File: src/keypad_regs_consts.vh
/*
 Constants for the keypad, pin and converter register bank.
 Assumes inclusion by bare name from design files under src/.
*/
`ifndef KEYPAD_REGS_CONSTS_VH
`define KEYPAD_REGS_CONSTS_VH

`define CMD_READ_BIT        15
`define REG_IDX_W           6
`define REG_CONV_CODE       6'h0b
`define REG_PIN_DATA        6'h0f
`define REG_KEY_PENDING     6'h10
`define REG_KEY_STATUS      6'h11
`define REG_CONV_CTRL       6'h00
`define CONV_CODE_RESET     16'h1000
`define DATA_RESET          16'h0000
`define PIN_FIELD_LO        8
`define CTRL_RES_LO         8
`define CTRL_RES_HI         9
`define CTRL_SCAN_LO        12
`define CTRL_AVG_LO         2
`define CTRL_SETTLE_LO      4
`define CTRL_RESET          16'h0000
`define REF_UP_TIME_NS      31000
`define SETTLE_MAX_TIME_MS  100
`define CLK_PERIOD_NS       5
`define RES_8BIT            2'h0
`define RES_10BIT           2'h1
`define RES_12BIT           2'h2

`endif

File: src/pin_sync.v
/*
 Three-stage synchroniser with agreement filter for a bus of pins.
 Assumes inputs come from outside the core clock domain.
*/
`timescale 1ns/100ps
module pin_sync #(
   parameter W = 8
) (
   input  wire         core_clk_i,  // Core clock
   input  wire         rst_n_i,     // Synchronised reset, active low
   input  wire [W-1:0] pin_i,       // Asynchronous pin levels
   output reg  [W-1:0] level_o      // Filtered level
);
   reg [W-1:0] s1_q;
   reg [W-1:0] s2_q;
   reg [W-1:0] s3_q;
   always @(posedge core_clk_i or negedge rst_n_i) begin
      if (!rst_n_i) begin
         s1_q    <= {W{1'b0}};
         s2_q    <= {W{1'b0}};
         s3_q    <= {W{1'b0}};
         level_o <= {W{1'b0}};
      end else begin
         s1_q <= pin_i;
         s2_q <= s1_q;
         s3_q <= s2_q;
         // Change is accepted only when stages two and three agree
         level_o <= (s2_q & s3_q) | (level_o & (s2_q | s3_q));
      end
   end
endmodule // pin_sync

File: src/keypad_gpio_dac_adc_config_regs.v
/*
 Register bank of a touch-screen and keypad controller: masked and pending
 key words, converter output code, general pin data, converter control with
 resolution, averaging and settling fields, reference-up and settle timers.
 Assumes a serial front end delivers decoded 16-bit command and data words
 as one-cycle strobes, and a scan engine supplies key results and masks.
 Register indices: 0x00 converter control, 0x0b converter code, 0x0f pin
 data, 0x10 pending keys, 0x11 masked keys; bit 15 of the command selects
 a read. Writes to other indices are dropped and reads of them give zero.
 The converter code register keeps only its low byte live, so a read of it
 never shows the upper-byte reset pattern.
*/
//
// Behaviour
// - Masked status: key or column mask suppresses
// - Key bit index is 4*(col-1)+(row-1)
// - Converter code in bits 7..0, upper zero
// - Commands 0x000B write, 0x800B read code
// - Pin data in bits 15..8, low zero
// - Commands 0x000F write, 0x800F read pins
// - Pin data read returns sampled pin levels
// - Pin data write drives configured output pins
// - Writes to non-output pins are discarded
// - Results are unsigned straight binary codes
// - Resolution field selects 8, 10, 12 bits
// - Power-up resolution 8 bits, 31us reference delay
// - Scan field zero: resolution bits control reference
// - Programmable touch settling delay up to 100ms
// - Averaging field selects conversion averaging
// - Drive switches closed during acquire and convert
// - Y measure: references routed to Y plates
// - Pending word honours column masks only
// - Data registers reset zero, code resets 0x1000
`timescale 1ns/100ps
`include "keypad_regs_consts.vh"
module keypad_gpio_dac_adc_config_regs #(
   parameter SETTLE_STEP_CYCLES = 32'd1250000,   // Cycles per settling code step
   parameter REF_UP_CYCLES      = 32'd6200       // Reference power-up delay
) (
   input  wire        core_clk_i,        // 200 MHz core clock
   input  wire        resetn_i,          // Asynchronous reset, active low
   input  wire        cmd_valid_i,       // One-cycle command strobe
   input  wire [15:0] cmd_word_i,        // Command word, bit 15 selects read
   input  wire [15:0] wr_data_i,         // Write data with the command
   output reg         rd_valid_o,        // Read data valid pulse
   output reg  [15:0] rd_data_o,         // Read data word
   input  wire [15:0] key_result_i,      // Debounced scan result, column-major
   input  wire [15:0] key_mask_i,        // Per-key mask, 1 masks
   input  wire [3:0]  col_mask_i,        // Per-column mask, 1 masks
   input  wire [7:0]  pin_gp_sel_i,      // Pin is general purpose
   input  wire [7:0]  pin_oe_sel_i,      // General pin is an output
   input  wire [7:0]  pin_in_i,          // Row and column pin levels
   output reg  [7:0]  pin_out_o,         // Pin output values
   output reg  [7:0]  pin_oe_o,          // Pin output enables
   output reg  [7:0]  conv_code_o,       // Converter output code
   input  wire        touch_det_i,       // Screen touch detected
   input  wire        conv_busy_i,       // Acquisition or conversion running
   input  wire        meas_y_i,          // Current measurement is Y
   input  wire [11:0] adc_raw_i,         // Raw 12-bit straight binary result
   output reg  [11:0] adc_result_o,      // Result truncated to resolution
   output reg  [1:0]  resolution_o,      // Active resolution code
   output reg  [1:0]  avg_sel_o,         // Averaging selection
   output reg         ref_ready_o,       // Reference powered and settled
   output reg         scan_start_o,      // Touch scan start pulse
   output reg         switch_drive_o,    // Plate drive switches closed
   output reg         ref_to_y_o         // References routed to Y plates
);
   reg        rst_m_q;
   reg        rst_n_q;
   reg [15:0] conv_code_q;
   reg [7:0]  pin_drive_q;
   reg [15:0] ctrl_q;
   reg [31:0] ref_cnt_q;
   reg [31:0] settle_cnt_q;
   reg [3:0]  settle_step_q;
   reg        settling_q;
   reg [1:0]  ref_state_q;
   reg        touch_q;
   wire [7:0]  pin_level;
   wire [15:0] col_ok;
   wire [15:0] pending_word;
   wire [15:0] status_word;
   wire [15:0] pin_word;
   wire        is_read;
   wire [5:0]  reg_idx;
   wire [3:0]  scan_sel;
   wire [1:0]  res_bits;
   wire [7:0]  out_en;
   reg  [15:0] rd_mux;
   reg  [11:0] res_trunc;
   wire        rd_take;
   wire        wr_code;
   wire        wr_pin;
   wire        wr_ctrl;

   localparam REF_IDLE = 2'h0;
   localparam REF_WAIT = 2'h1;
   localparam REF_UP   = 2'h2;

   always @(posedge core_clk_i or negedge resetn_i) begin
      if (!resetn_i) begin
         rst_m_q <= 1'b0;
         rst_n_q <= 1'b0;
      end else begin
         rst_m_q <= 1'b1;
         rst_n_q <= rst_m_q;
      end
   end

   pin_sync #(
      .W(8)
   ) u_pin_sync (
      .core_clk_i (core_clk_i),
      .rst_n_i    (rst_n_q),
      .pin_i      (pin_in_i),
      .level_o    (pin_level)
   );

   genvar k;
   generate
      for (k = 0; k < 16; k = k + 1) begin : g_key
         // Bit k belongs to column k/4, row k%4
         assign col_ok[k] = ~col_mask_i[k/4];
         assign pending_word[k] = key_result_i[k] & col_ok[k];
         assign status_word[k] = key_result_i[k] & col_ok[k]
                                 & ~key_mask_i[k];
      end
   endgenerate

   assign is_read  = cmd_word_i[`CMD_READ_BIT];
   assign reg_idx  = cmd_word_i[`REG_IDX_W-1:0];
   assign out_en   = pin_gp_sel_i & pin_oe_sel_i;
   assign pin_word = {pin_level, 8'h00};
   assign scan_sel = ctrl_q[`CTRL_SCAN_LO+3:`CTRL_SCAN_LO];
   assign res_bits = ctrl_q[`CTRL_RES_HI:`CTRL_RES_LO];
   // Writes to any other index, the key words included, are dropped
   assign rd_take  = cmd_valid_i & is_read;
   assign wr_code  = cmd_valid_i & ~is_read & (reg_idx == `REG_CONV_CODE);
   assign wr_pin   = cmd_valid_i & ~is_read & (reg_idx == `REG_PIN_DATA);
   assign wr_ctrl  = cmd_valid_i & ~is_read & (reg_idx == `REG_CONV_CTRL);

   always @* begin
      case (reg_idx)
         `REG_CONV_CODE:   rd_mux = {8'h00, conv_code_q[7:0]};
         `REG_PIN_DATA:    rd_mux = pin_word;
         `REG_KEY_PENDING: rd_mux = pending_word;
         `REG_KEY_STATUS:  rd_mux = status_word;
         `REG_CONV_CTRL:   rd_mux = ctrl_q;
         default:          rd_mux = 16'h0000;
      endcase
   end

   // Read answer: the word is taken from the mux at the edge that takes the command
   always @(posedge core_clk_i or negedge rst_n_q) begin
      if (!rst_n_q) begin
         rd_valid_o <= 1'b0;
         rd_data_o  <= `DATA_RESET;
      end else begin
         rd_valid_o <= rd_take;
         if (rd_take) begin
            rd_data_o <= rd_mux;
         end
      end
   end

   always @(posedge core_clk_i or negedge rst_n_q) begin
      if (!rst_n_q) begin
         conv_code_q <= `CONV_CODE_RESET;
         conv_code_o <= 8'h00;
      end else begin
         if (wr_code) begin
            conv_code_q <= {8'h00, wr_data_i[7:0]};
         end
         conv_code_o <= conv_code_q[7:0];
      end
   end

   always @(posedge core_clk_i or negedge rst_n_q) begin
      if (!rst_n_q) begin
         ctrl_q <= `CTRL_RESET;
      end else if (wr_ctrl) begin
         ctrl_q <= wr_data_i;
      end
   end

   // Bits of pins that are not outputs are never held, so a pin that later
   // turns into an output cannot show a stale written value
   always @(posedge core_clk_i or negedge rst_n_q) begin
      if (!rst_n_q) begin
         pin_drive_q <= 8'h00;
         pin_out_o   <= 8'h00;
         pin_oe_o    <= 8'h00;
      end else begin
         if (wr_pin) begin
            pin_drive_q <= wr_data_i[15:`PIN_FIELD_LO] & out_en;
         end else begin
            pin_drive_q <= pin_drive_q & out_en;
         end
         pin_out_o <= pin_drive_q & out_en;
         pin_oe_o  <= out_en;
      end
   end

   // Resolution truncation keeps straight binary, dropping low bits
   always @* begin
      case (resolution_o)
         `RES_8BIT:  res_trunc = {4'h0, adc_raw_i[11:4]};
         `RES_10BIT: res_trunc = {2'h0, adc_raw_i[11:2]};
         `RES_12BIT: res_trunc = adc_raw_i;
         // Code 3 is unassigned and falls back to full width
         default:    res_trunc = adc_raw_i;
      endcase
   end

   always @(posedge core_clk_i or negedge rst_n_q) begin
      if (!rst_n_q) begin
         resolution_o   <= `RES_8BIT;
         avg_sel_o      <= 2'h0;
         adc_result_o   <= 12'h000;
         switch_drive_o <= 1'b0;
         ref_to_y_o     <= 1'b0;
      end else begin
         // Scan field zero: the bits govern reference power, not width
         if (scan_sel != 4'h0) begin
            resolution_o <= res_bits;
         end
         avg_sel_o      <= ctrl_q[`CTRL_AVG_LO+1:`CTRL_AVG_LO];
         adc_result_o   <= res_trunc;
         switch_drive_o <= conv_busy_i;
         ref_to_y_o     <= conv_busy_i & meas_y_i;
      end
   end

   // Reference power-up timer, armed from power-up and, after a power-down, when scan field zero has resolution bits other than 3
   always @(posedge core_clk_i or negedge rst_n_q) begin
      if (!rst_n_q) begin
         ref_state_q <= REF_WAIT;
         ref_cnt_q   <= 32'd0;
         ref_ready_o <= 1'b0;
      end else begin
         case (ref_state_q)
            REF_IDLE: begin
               ref_ready_o <= 1'b0;
               if (scan_sel == 4'h0 && res_bits != 2'h3) begin
                  ref_cnt_q   <= 32'd0;
                  ref_state_q <= REF_WAIT;
               end
            end
            REF_WAIT: begin
               // A power-down request also cancels a reference still warming up
               if (scan_sel == 4'h0 && res_bits == 2'h3) begin
                  ref_state_q <= REF_IDLE;
               end else if (ref_cnt_q >= REF_UP_CYCLES - 32'd1) begin
                  ref_state_q <= REF_UP;
                  ref_ready_o <= 1'b1;
               end else begin
                  ref_cnt_q <= ref_cnt_q + 32'd1;
               end
            end
            REF_UP: begin
               if (scan_sel == 4'h0 && res_bits == 2'h3) begin
                  ref_state_q <= REF_IDLE;
                  ref_ready_o <= 1'b0;
               end
            end
            default: ref_state_q <= REF_IDLE;
         endcase
      end
   end

   // Settling delay: code times SETTLE_STEP_CYCLES after the touch edge;
   // the largest code, fifteen steps, stays inside the longest allowed delay
   always @(posedge core_clk_i or negedge rst_n_q) begin
      if (!rst_n_q) begin
         touch_q       <= 1'b0;
         settling_q    <= 1'b0;
         settle_cnt_q  <= 32'd0;
         settle_step_q <= 4'h0;
         scan_start_o  <= 1'b0;
      end else begin
         touch_q      <= touch_det_i;
         scan_start_o <= 1'b0;
         if (touch_det_i & ~touch_q & ~settling_q) begin
            settle_step_q <= ctrl_q[`CTRL_SETTLE_LO+3:`CTRL_SETTLE_LO];
            settle_cnt_q  <= 32'd0;
            settling_q    <= 1'b1;
         end else if (settling_q) begin
            if (settle_step_q == 4'h0) begin
               settling_q   <= 1'b0;
               scan_start_o <= 1'b1;
            end else if (settle_cnt_q >= SETTLE_STEP_CYCLES - 32'd1) begin
               settle_cnt_q  <= 32'd0;
               settle_step_q <= settle_step_q - 4'h1;
            end else begin
               settle_cnt_q <= settle_cnt_q + 32'd1;
            end
         end
      end
   end
endmodule // keypad_gpio_dac_adc_config_regs

File: config.mk
export PLATFORM = sky130hd
export DESIGN_NAME = keypad_gpio_dac_adc_config_regs
export DESIGN_NICKNAME = d
export VERILOG_FILES = /design/src/pin_sync.v /design/src/keypad_gpio_dac_adc_config_regs.v
export VERILOG_INCLUDE_DIRS = /design/src /design/src/src
export SDC_FILE = /design/constraint.sdc
export NUM_CORES = 1
export LEC_CHECK = 0
export BUFFER_PORTS_ARGS = -buffer_cell sky130_fd_sc_hd__clkbuf_2
export CORE_ASPECT_RATIO = 0.8
export CORE_UTILIZATION = 40
export DETAILED_ROUTE_END_ITERATION = 16
export GPL_ROUTABILITY_DRIVEN = 0
export PLACE_DENSITY = 0.67
export SLEW_MARGIN = 10
export SYNTH_ARGS = -nofsm -noshare
export SYNTH_HDL_FRONTEND = slang
export SYNTH_SLANG_ARGS = --single-unit
File: constraint.sdc
create_clock -name core_clk_i -period 8.4 [get_ports core_clk_i]
set_input_delay 1.26 -clock core_clk_i [delete_from_list [all_inputs] [get_ports core_clk_i]]
set_output_delay 1.26 -clock core_clk_i [all_outputs]
set_load 0.02 [all_outputs]
# Word level (Yosys, flattened, before mapping)
# Index checks and enable logic that the tools add are counted.
[totals]
ff_bits = 199
output_inout_bits = 61
elab_cells = 165
[classes]
add_sub_neg = 3
order_cmp = 2
n_eq_ne = 16
mux = 30
bitwise = 70
reduce_logical = 17
[ops]
columns = ["cell", "count"]
rows = [
  ["$mux W32", 7],
  ["$pmux W16 S5", 1],
  ["$add A32 B1 Y32 const B", 2],
  ["$pmux W32 S2", 1],
  ["$and A1 B1 Y1", 40],
  ["$and A8 B8 Y8", 5],
  ["$ge A32 B13 Y1 const B", 1],
  ["$ge A32 B21 Y1 const B", 1],
  ["$pmux W12 S2", 1],
  ["$not A1 Y1", 23],
  ["$mux W4", 4],
  ["$or A8 B8 Y8", 2],
  ["$ne A2 B2 Y1 const B", 7],
  ["$eq A6 B4 Y1 const B", 2],
  ["$eq A6 B5 Y1 const B", 2],
  ["$mux W1", 9],
  ["$logic_not A4 Y1", 2],
  ["$mux W2", 4],
  ["$mux W8", 1],
  ["$reduce_and A4 Y1", 2],
  ["$logic_not A6 Y1", 1],
  ["$pmux W2 S3", 1],
  ["$reduce_and A3 Y1", 2],
  ["$reduce_bool A2 Y1", 3],
  ["other kinds (10)", 14],
]

# Depth between registers and ports, before layout
[logic_depth]
depth_word = 5
mapped_depth = 8
ltp_nobuf = 8

# Modules after synthesis
# Synthesis repeated with hierarchy kept, for this count alone.
[unflattened]
hier_cells = 687
hier_area_um2 = 8018.9
[by_module_without_submodules]
columns = ["mod", "n_inst", "cells_per_inst", "area_each_um2", "seq_area_each_um2"]
rows = [
  ["keypad_gpio_dac_adc_config_regs", 1, 647, 7128.1, 4180.3],
  ["pin_sync", 1, 40, 890.9, 800.8],
]

# Worst setup path before layout
# No wires, ideal clock.
[synth_timing]
kind = "input to register"
startpoint = "in cmd_word_i[1]"
endpoint = "reg ctrl_q[10]"
setup_time_ns = 0.125
arrival_ns = 2.862
path_slack_ns = 5.413
stages = 5
path_buffers = 1
cell_sequence = "nor3_1 nand2_1 nor4b_2 buf_2 mux2_2"
[synth_between]
elab_chain_len = 2
[synth_rtl]
columns = ["element", "line_no", "rtl"]
rows = [
  ["start, declared", "keypad_gpio_dac_adc_config_regs.v:43", "input wire [15:0] cmd_word_i,"],
  ["$logic_not A6 Y1", "n/a", ""],
  ["$and A1 B1 Y1", "keypad_gpio_dac_adc_config_regs.v:140", "assign wr_ctrl = cmd_valid_i & ~is_read & (reg_idx == `REG_CONV_CTRL);"],
  ["end signal, assigned", "keypad_gpio_dac_adc_config_regs.v:180", "ctrl_q <= `CTRL_RESET;"],
  ["end signal, assigned", "keypad_gpio_dac_adc_config_regs.v:182", "ctrl_q <= wr_data_i;"],
  ["end, declared", "keypad_gpio_dac_adc_config_regs.v:72", "reg [15:0] ctrl_q;"],
]
# No other way between the ends.
# A chain may end at the register's enable or synchronous reset.

# Final worst setup path
[layout_timing]
startpoint = "in cmd_word_i[5]"
endpoint = "reg pin_drive_q[3]"
[layout_between]
elab_chain_len = 3
[layout_rtl]
columns = ["element", "line_no", "rtl"]
rows = [
  ["$eq A6 B4 Y1", "n/a", ""],
  ["$and A1 B1 Y1", "keypad_gpio_dac_adc_config_regs.v:139", "assign wr_pin = cmd_valid_i & ~is_read & (reg_idx == `REG_PIN_DATA);"],
  ["$mux W8", "keypad_gpio_dac_adc_config_regs.v:194", "if (wr_pin) begin"],
  ["end signal, assigned", "keypad_gpio_dac_adc_config_regs.v:195", "pin_drive_q <= wr_data_i[15:`PIN_FIELD_LO] & out_en;"],
  ["end signal, assigned", "keypad_gpio_dac_adc_config_regs.v:197", "pin_drive_q <= pin_drive_q & out_en;"],
  ["end, declared", "keypad_gpio_dac_adc_config_regs.v:71", "reg [7:0] pin_drive_q;"],
]
# No other way between the ends.

==> results.txt <==
After synthesis, flip-flops and latches occupy 58.9% of the total area. The Yosys step of the flow raised 0 warnings. The static leakage power came out at 4.78 nW. In this run, distinct cell masters in the synthesized netlist total 65. The post-synthesis net count came out at 851. Clock latency on the worst-skew pair, taken at its later pin, is 440 ps. The endpoint identified for the worst register-to-register timing path is ref_cnt_q[6]. The count of H-tree levels built during CTS came out at 4.

The largest fanout on the critical path came out at 9. The number of enable flip-flop cells after synthesis came out at 0. TritonCTS built the clock tree. Setup total negative slack on the finished layout was measured at 0 ps. The worst-case clock skew came out at 19.3 ps. The total power divided by cell area is 233 nW/um2. The number of iterations in the first detailed-routing pass is 5. The total of flip-flops plus latches after synthesis is 199.

The fraction of final layout cells sized beyond drive strength 1 came out at 27.1%. For the pin with the worst max-slew slack, the measured transition is 1140 ps. The peak clock frequency supported by timing came out at 326 MHz.

The total routed wirelength came out at 19300 um. The launch point of the worst reg-to-reg path is ref_cnt_q[8]. The floorplan step defined a core boundary enclosing 20700 um2. Leaving out fill and tap cells, the most frequent cells in the layout are 197 x dfrtp_1, 161 x clkbuf_2, 65 x nand2_1. The wire length of the first global-routing pass came out at 31900 um.

Following the worst setup path forward leads to its endpoint at pin_drive_q[3]. The clock-pin slew on the worst setup and hold paths is 80 ps. The antenna diode count came out at 0. For the worst setup path, the data arrival time is 3400 ps. The post-CTS setup buffer count is 0. After detailed routing, the average wire length per cell comes to 16.4 um. The initial utilization of the core area, before any placement, comes to 40.8%. The netlist area before placement came out at 8460 um2. The global router's overall resource usage came out at 18.8%. In this run, the number of DRC markers left after iteration 0 of detailed routing was 419.

The detailed-placement wirelength estimate came out at 13400 um. The flow ran to the end, and the final reports show no timing, DRC or antenna violations. Measured on the finished design, the core utilization comes to 49.4%. The number of cells on the worst reg-to-reg path came out at 5. The number of failing hold endpoints at the final stage came out at 0. The count of boundary I/O pins came out at 171.

The number of nets with antenna violations after routing came out at 0. The per-instance average area after synthesis is 11.5 um2. The via density per instance came out at 5.30. The library cell used most frequently in the layout, excluding fill and tap cells, is dfrtp_1. The dominant synthesized flop cell is dfrtp_1. The maximum number of pins on one net before global-route repair is 84. The nature of the critical path endpoint is a flop. Setup violations remaining at the end of the flow were counted as 0. The number of clock buffers added by TritonCTS is 17. The number of antenna violations at the first check in global routing is 0. The height of the die is 132 um.

In this run the clock root is driven by a clkbuf_16. The via total after detailed routing came out at 6255. The data required time at the worst endpoint came out at 8730 ps. The number of rows created at floorplan came out at 47. The max-slew headroom at the worst pin came out at 24.1%. The number of gates given a new drive strength after cts is 0. The clock tree buffer depth is 2. The fraction of registers with async set or reset after synthesis came out at 100%. The number of instances in the synthesized netlist is 737. The remaining global-route overflow is 0. The area overhead of the layout relative to synthesis came out at 20.8%. For flop-to-flop paths, the worst setup slack is 5860 ps. The max-slew violation count is 0. The count of buffers added on input and output ports is 161. Setup repair after global routing left no endpoint under its margin.

The number of buffers inserted for hold repair after clock tree synthesis is 0. The setup path with the least slack is of type input port to flop. For this run, design rule violations remaining after detail routing come to 0. At the end of the flow, the number of nets in the layout was 1012. The worst hold slack is 356 ps.

The number of global-route vias before repair came out at 6096. The number of clock sinks is 199. The maximum vdd ir drop is 0.121 mV. The max-capacitance violation count is 0. The number of filler cells placed in the layout is 1899. The post-route minimum period is 3070 ps. The die area came out at 21700 um2. In this run the worst setup path begins at cmd_word_i[5]. The tightest min-delay check is of the flop to flop type. The worst setup path is launched from an input port. The die width is 165 um. The portion of the clock cycle consumed by the worst path in the final layout came out at 36.5%.
-- synthesized netlist by cell type (13+ instances only) --
cell type,count,area share (%)
nand4_1,20,1.5
nor2b_1,27,2.0
o21ai_0,56,3.3
mux2i_1,26,3.1
mux2_2,25,3.3
nand3_1,23,1.4
and3_1,16,1.2
a21oi_1,22,1.3
inv_1,17,0.75
nor2_1,32,1.4
nor4_1,13,0.96
a222oi_1,16,1.9
nand2_1,65,2.9
and2_1,27,2.0
clkbuf_1,20,0.89
dfrtp_1,198,59
-- kinds of logic (layout without fill, tap and decap cells) --
logic type,count (synthesis),in the layout,synth area share (%)
AO/OA/AOI/OAI,136,136,11.3
XOR/XNOR,11,11,1.14
adder cells (fa/ha/maj),12,12,1.54
buffers and inverters,46,220,2.15
flip-flops,199,199,58.9
multiplexers,54,54,6.81
other,1,1,0.0443
AND/OR/NAND/NOR,278,278,18.1
-- critical path, cell delays in order --
cell and delay (ps):
clkbuf_2 90, nand4b_1 270, nor3b_2 710, and3b_1 710, mux2i_1 280, nor2b_1 70
-- area by class of cell --
type / count / area, um2 / share of cell area [%]
clock buffers: 17 / 425 / 4.16
clock inverters: 15 / 223 / 2.18
inverters: 18 / 67.6 / 0.661
multi-input cells: 492 / 3310 / 32.4
flip-flops and latches: 199 / 4980 / 48.8
well taps: 269 / 337 / 3.29
repair buffers: 170 / 873 / 8.55
-- metrics by stage --
step	instance area [um2]	std cells	setup slack (ps)	total power, W
5_1_grt	10200	1180	5190	0.00250
4_1_cts	10200	1180	5380	0.00240
3_3_place_gp	9570	1148	5060	0.00152
3_5_place_dp	9570	1148	4960	0.00153
2_1_floorplan	8460	737	2450	0.00140
6_report	10200	1180	5330	0.00238
-- worst min path at each step --
stage / endpoint / from / depth (start not counted) / slack [ps]
2_1_floorplan: rst_n_q / rst_m_q / 0 / 330
3_3_place_gp: u_pin_sync.s2_q[4] / u_pin_sync.s1_q[4] / 0 / 330
3_5_place_dp: u_pin_sync.s2_q[5] / u_pin_sync.s1_q[5] / 0 / 330
4_1_cts: u_pin_sync.s2_q[2] / u_pin_sync.s1_q[2] / 0 / 350
5_1_grt: u_pin_sync.s2_q[5] / u_pin_sync.s1_q[5] / 0 / 360
6_report: u_pin_sync.s2_q[2] / u_pin_sync.s1_q[2] / 0 / 360
-- routing by layer --
metal | up-vias | global-route usage [%] | routed length [um]
met3 | 12 | 6.10 | 1270
met2 | 161 | 27.7 | 8550
li1 | 2998 | - | -
met1 | 3084 | 26.7 | 9340
met4 | 0 | 4.84 | 163
met5 | - | 0 | 0
-- power by group --
part           switching [W]  internal [W]  leakage (nW)  total, W
clock network       0.000427      0.000442         0.312  0.000869
logic               0.000221      0.000157          1.85  0.000378
registers          0.0000885       0.00104          2.62   0.00113
-- state kept, by name (all words and copies together) (netlist names), 12 cells and up --
register	count
rd_data_o	16
ref_cnt_q	32
ctrl_q	16
adc_result_o	12
settle_cnt_q	32
(Power assumes the default switching activity.)
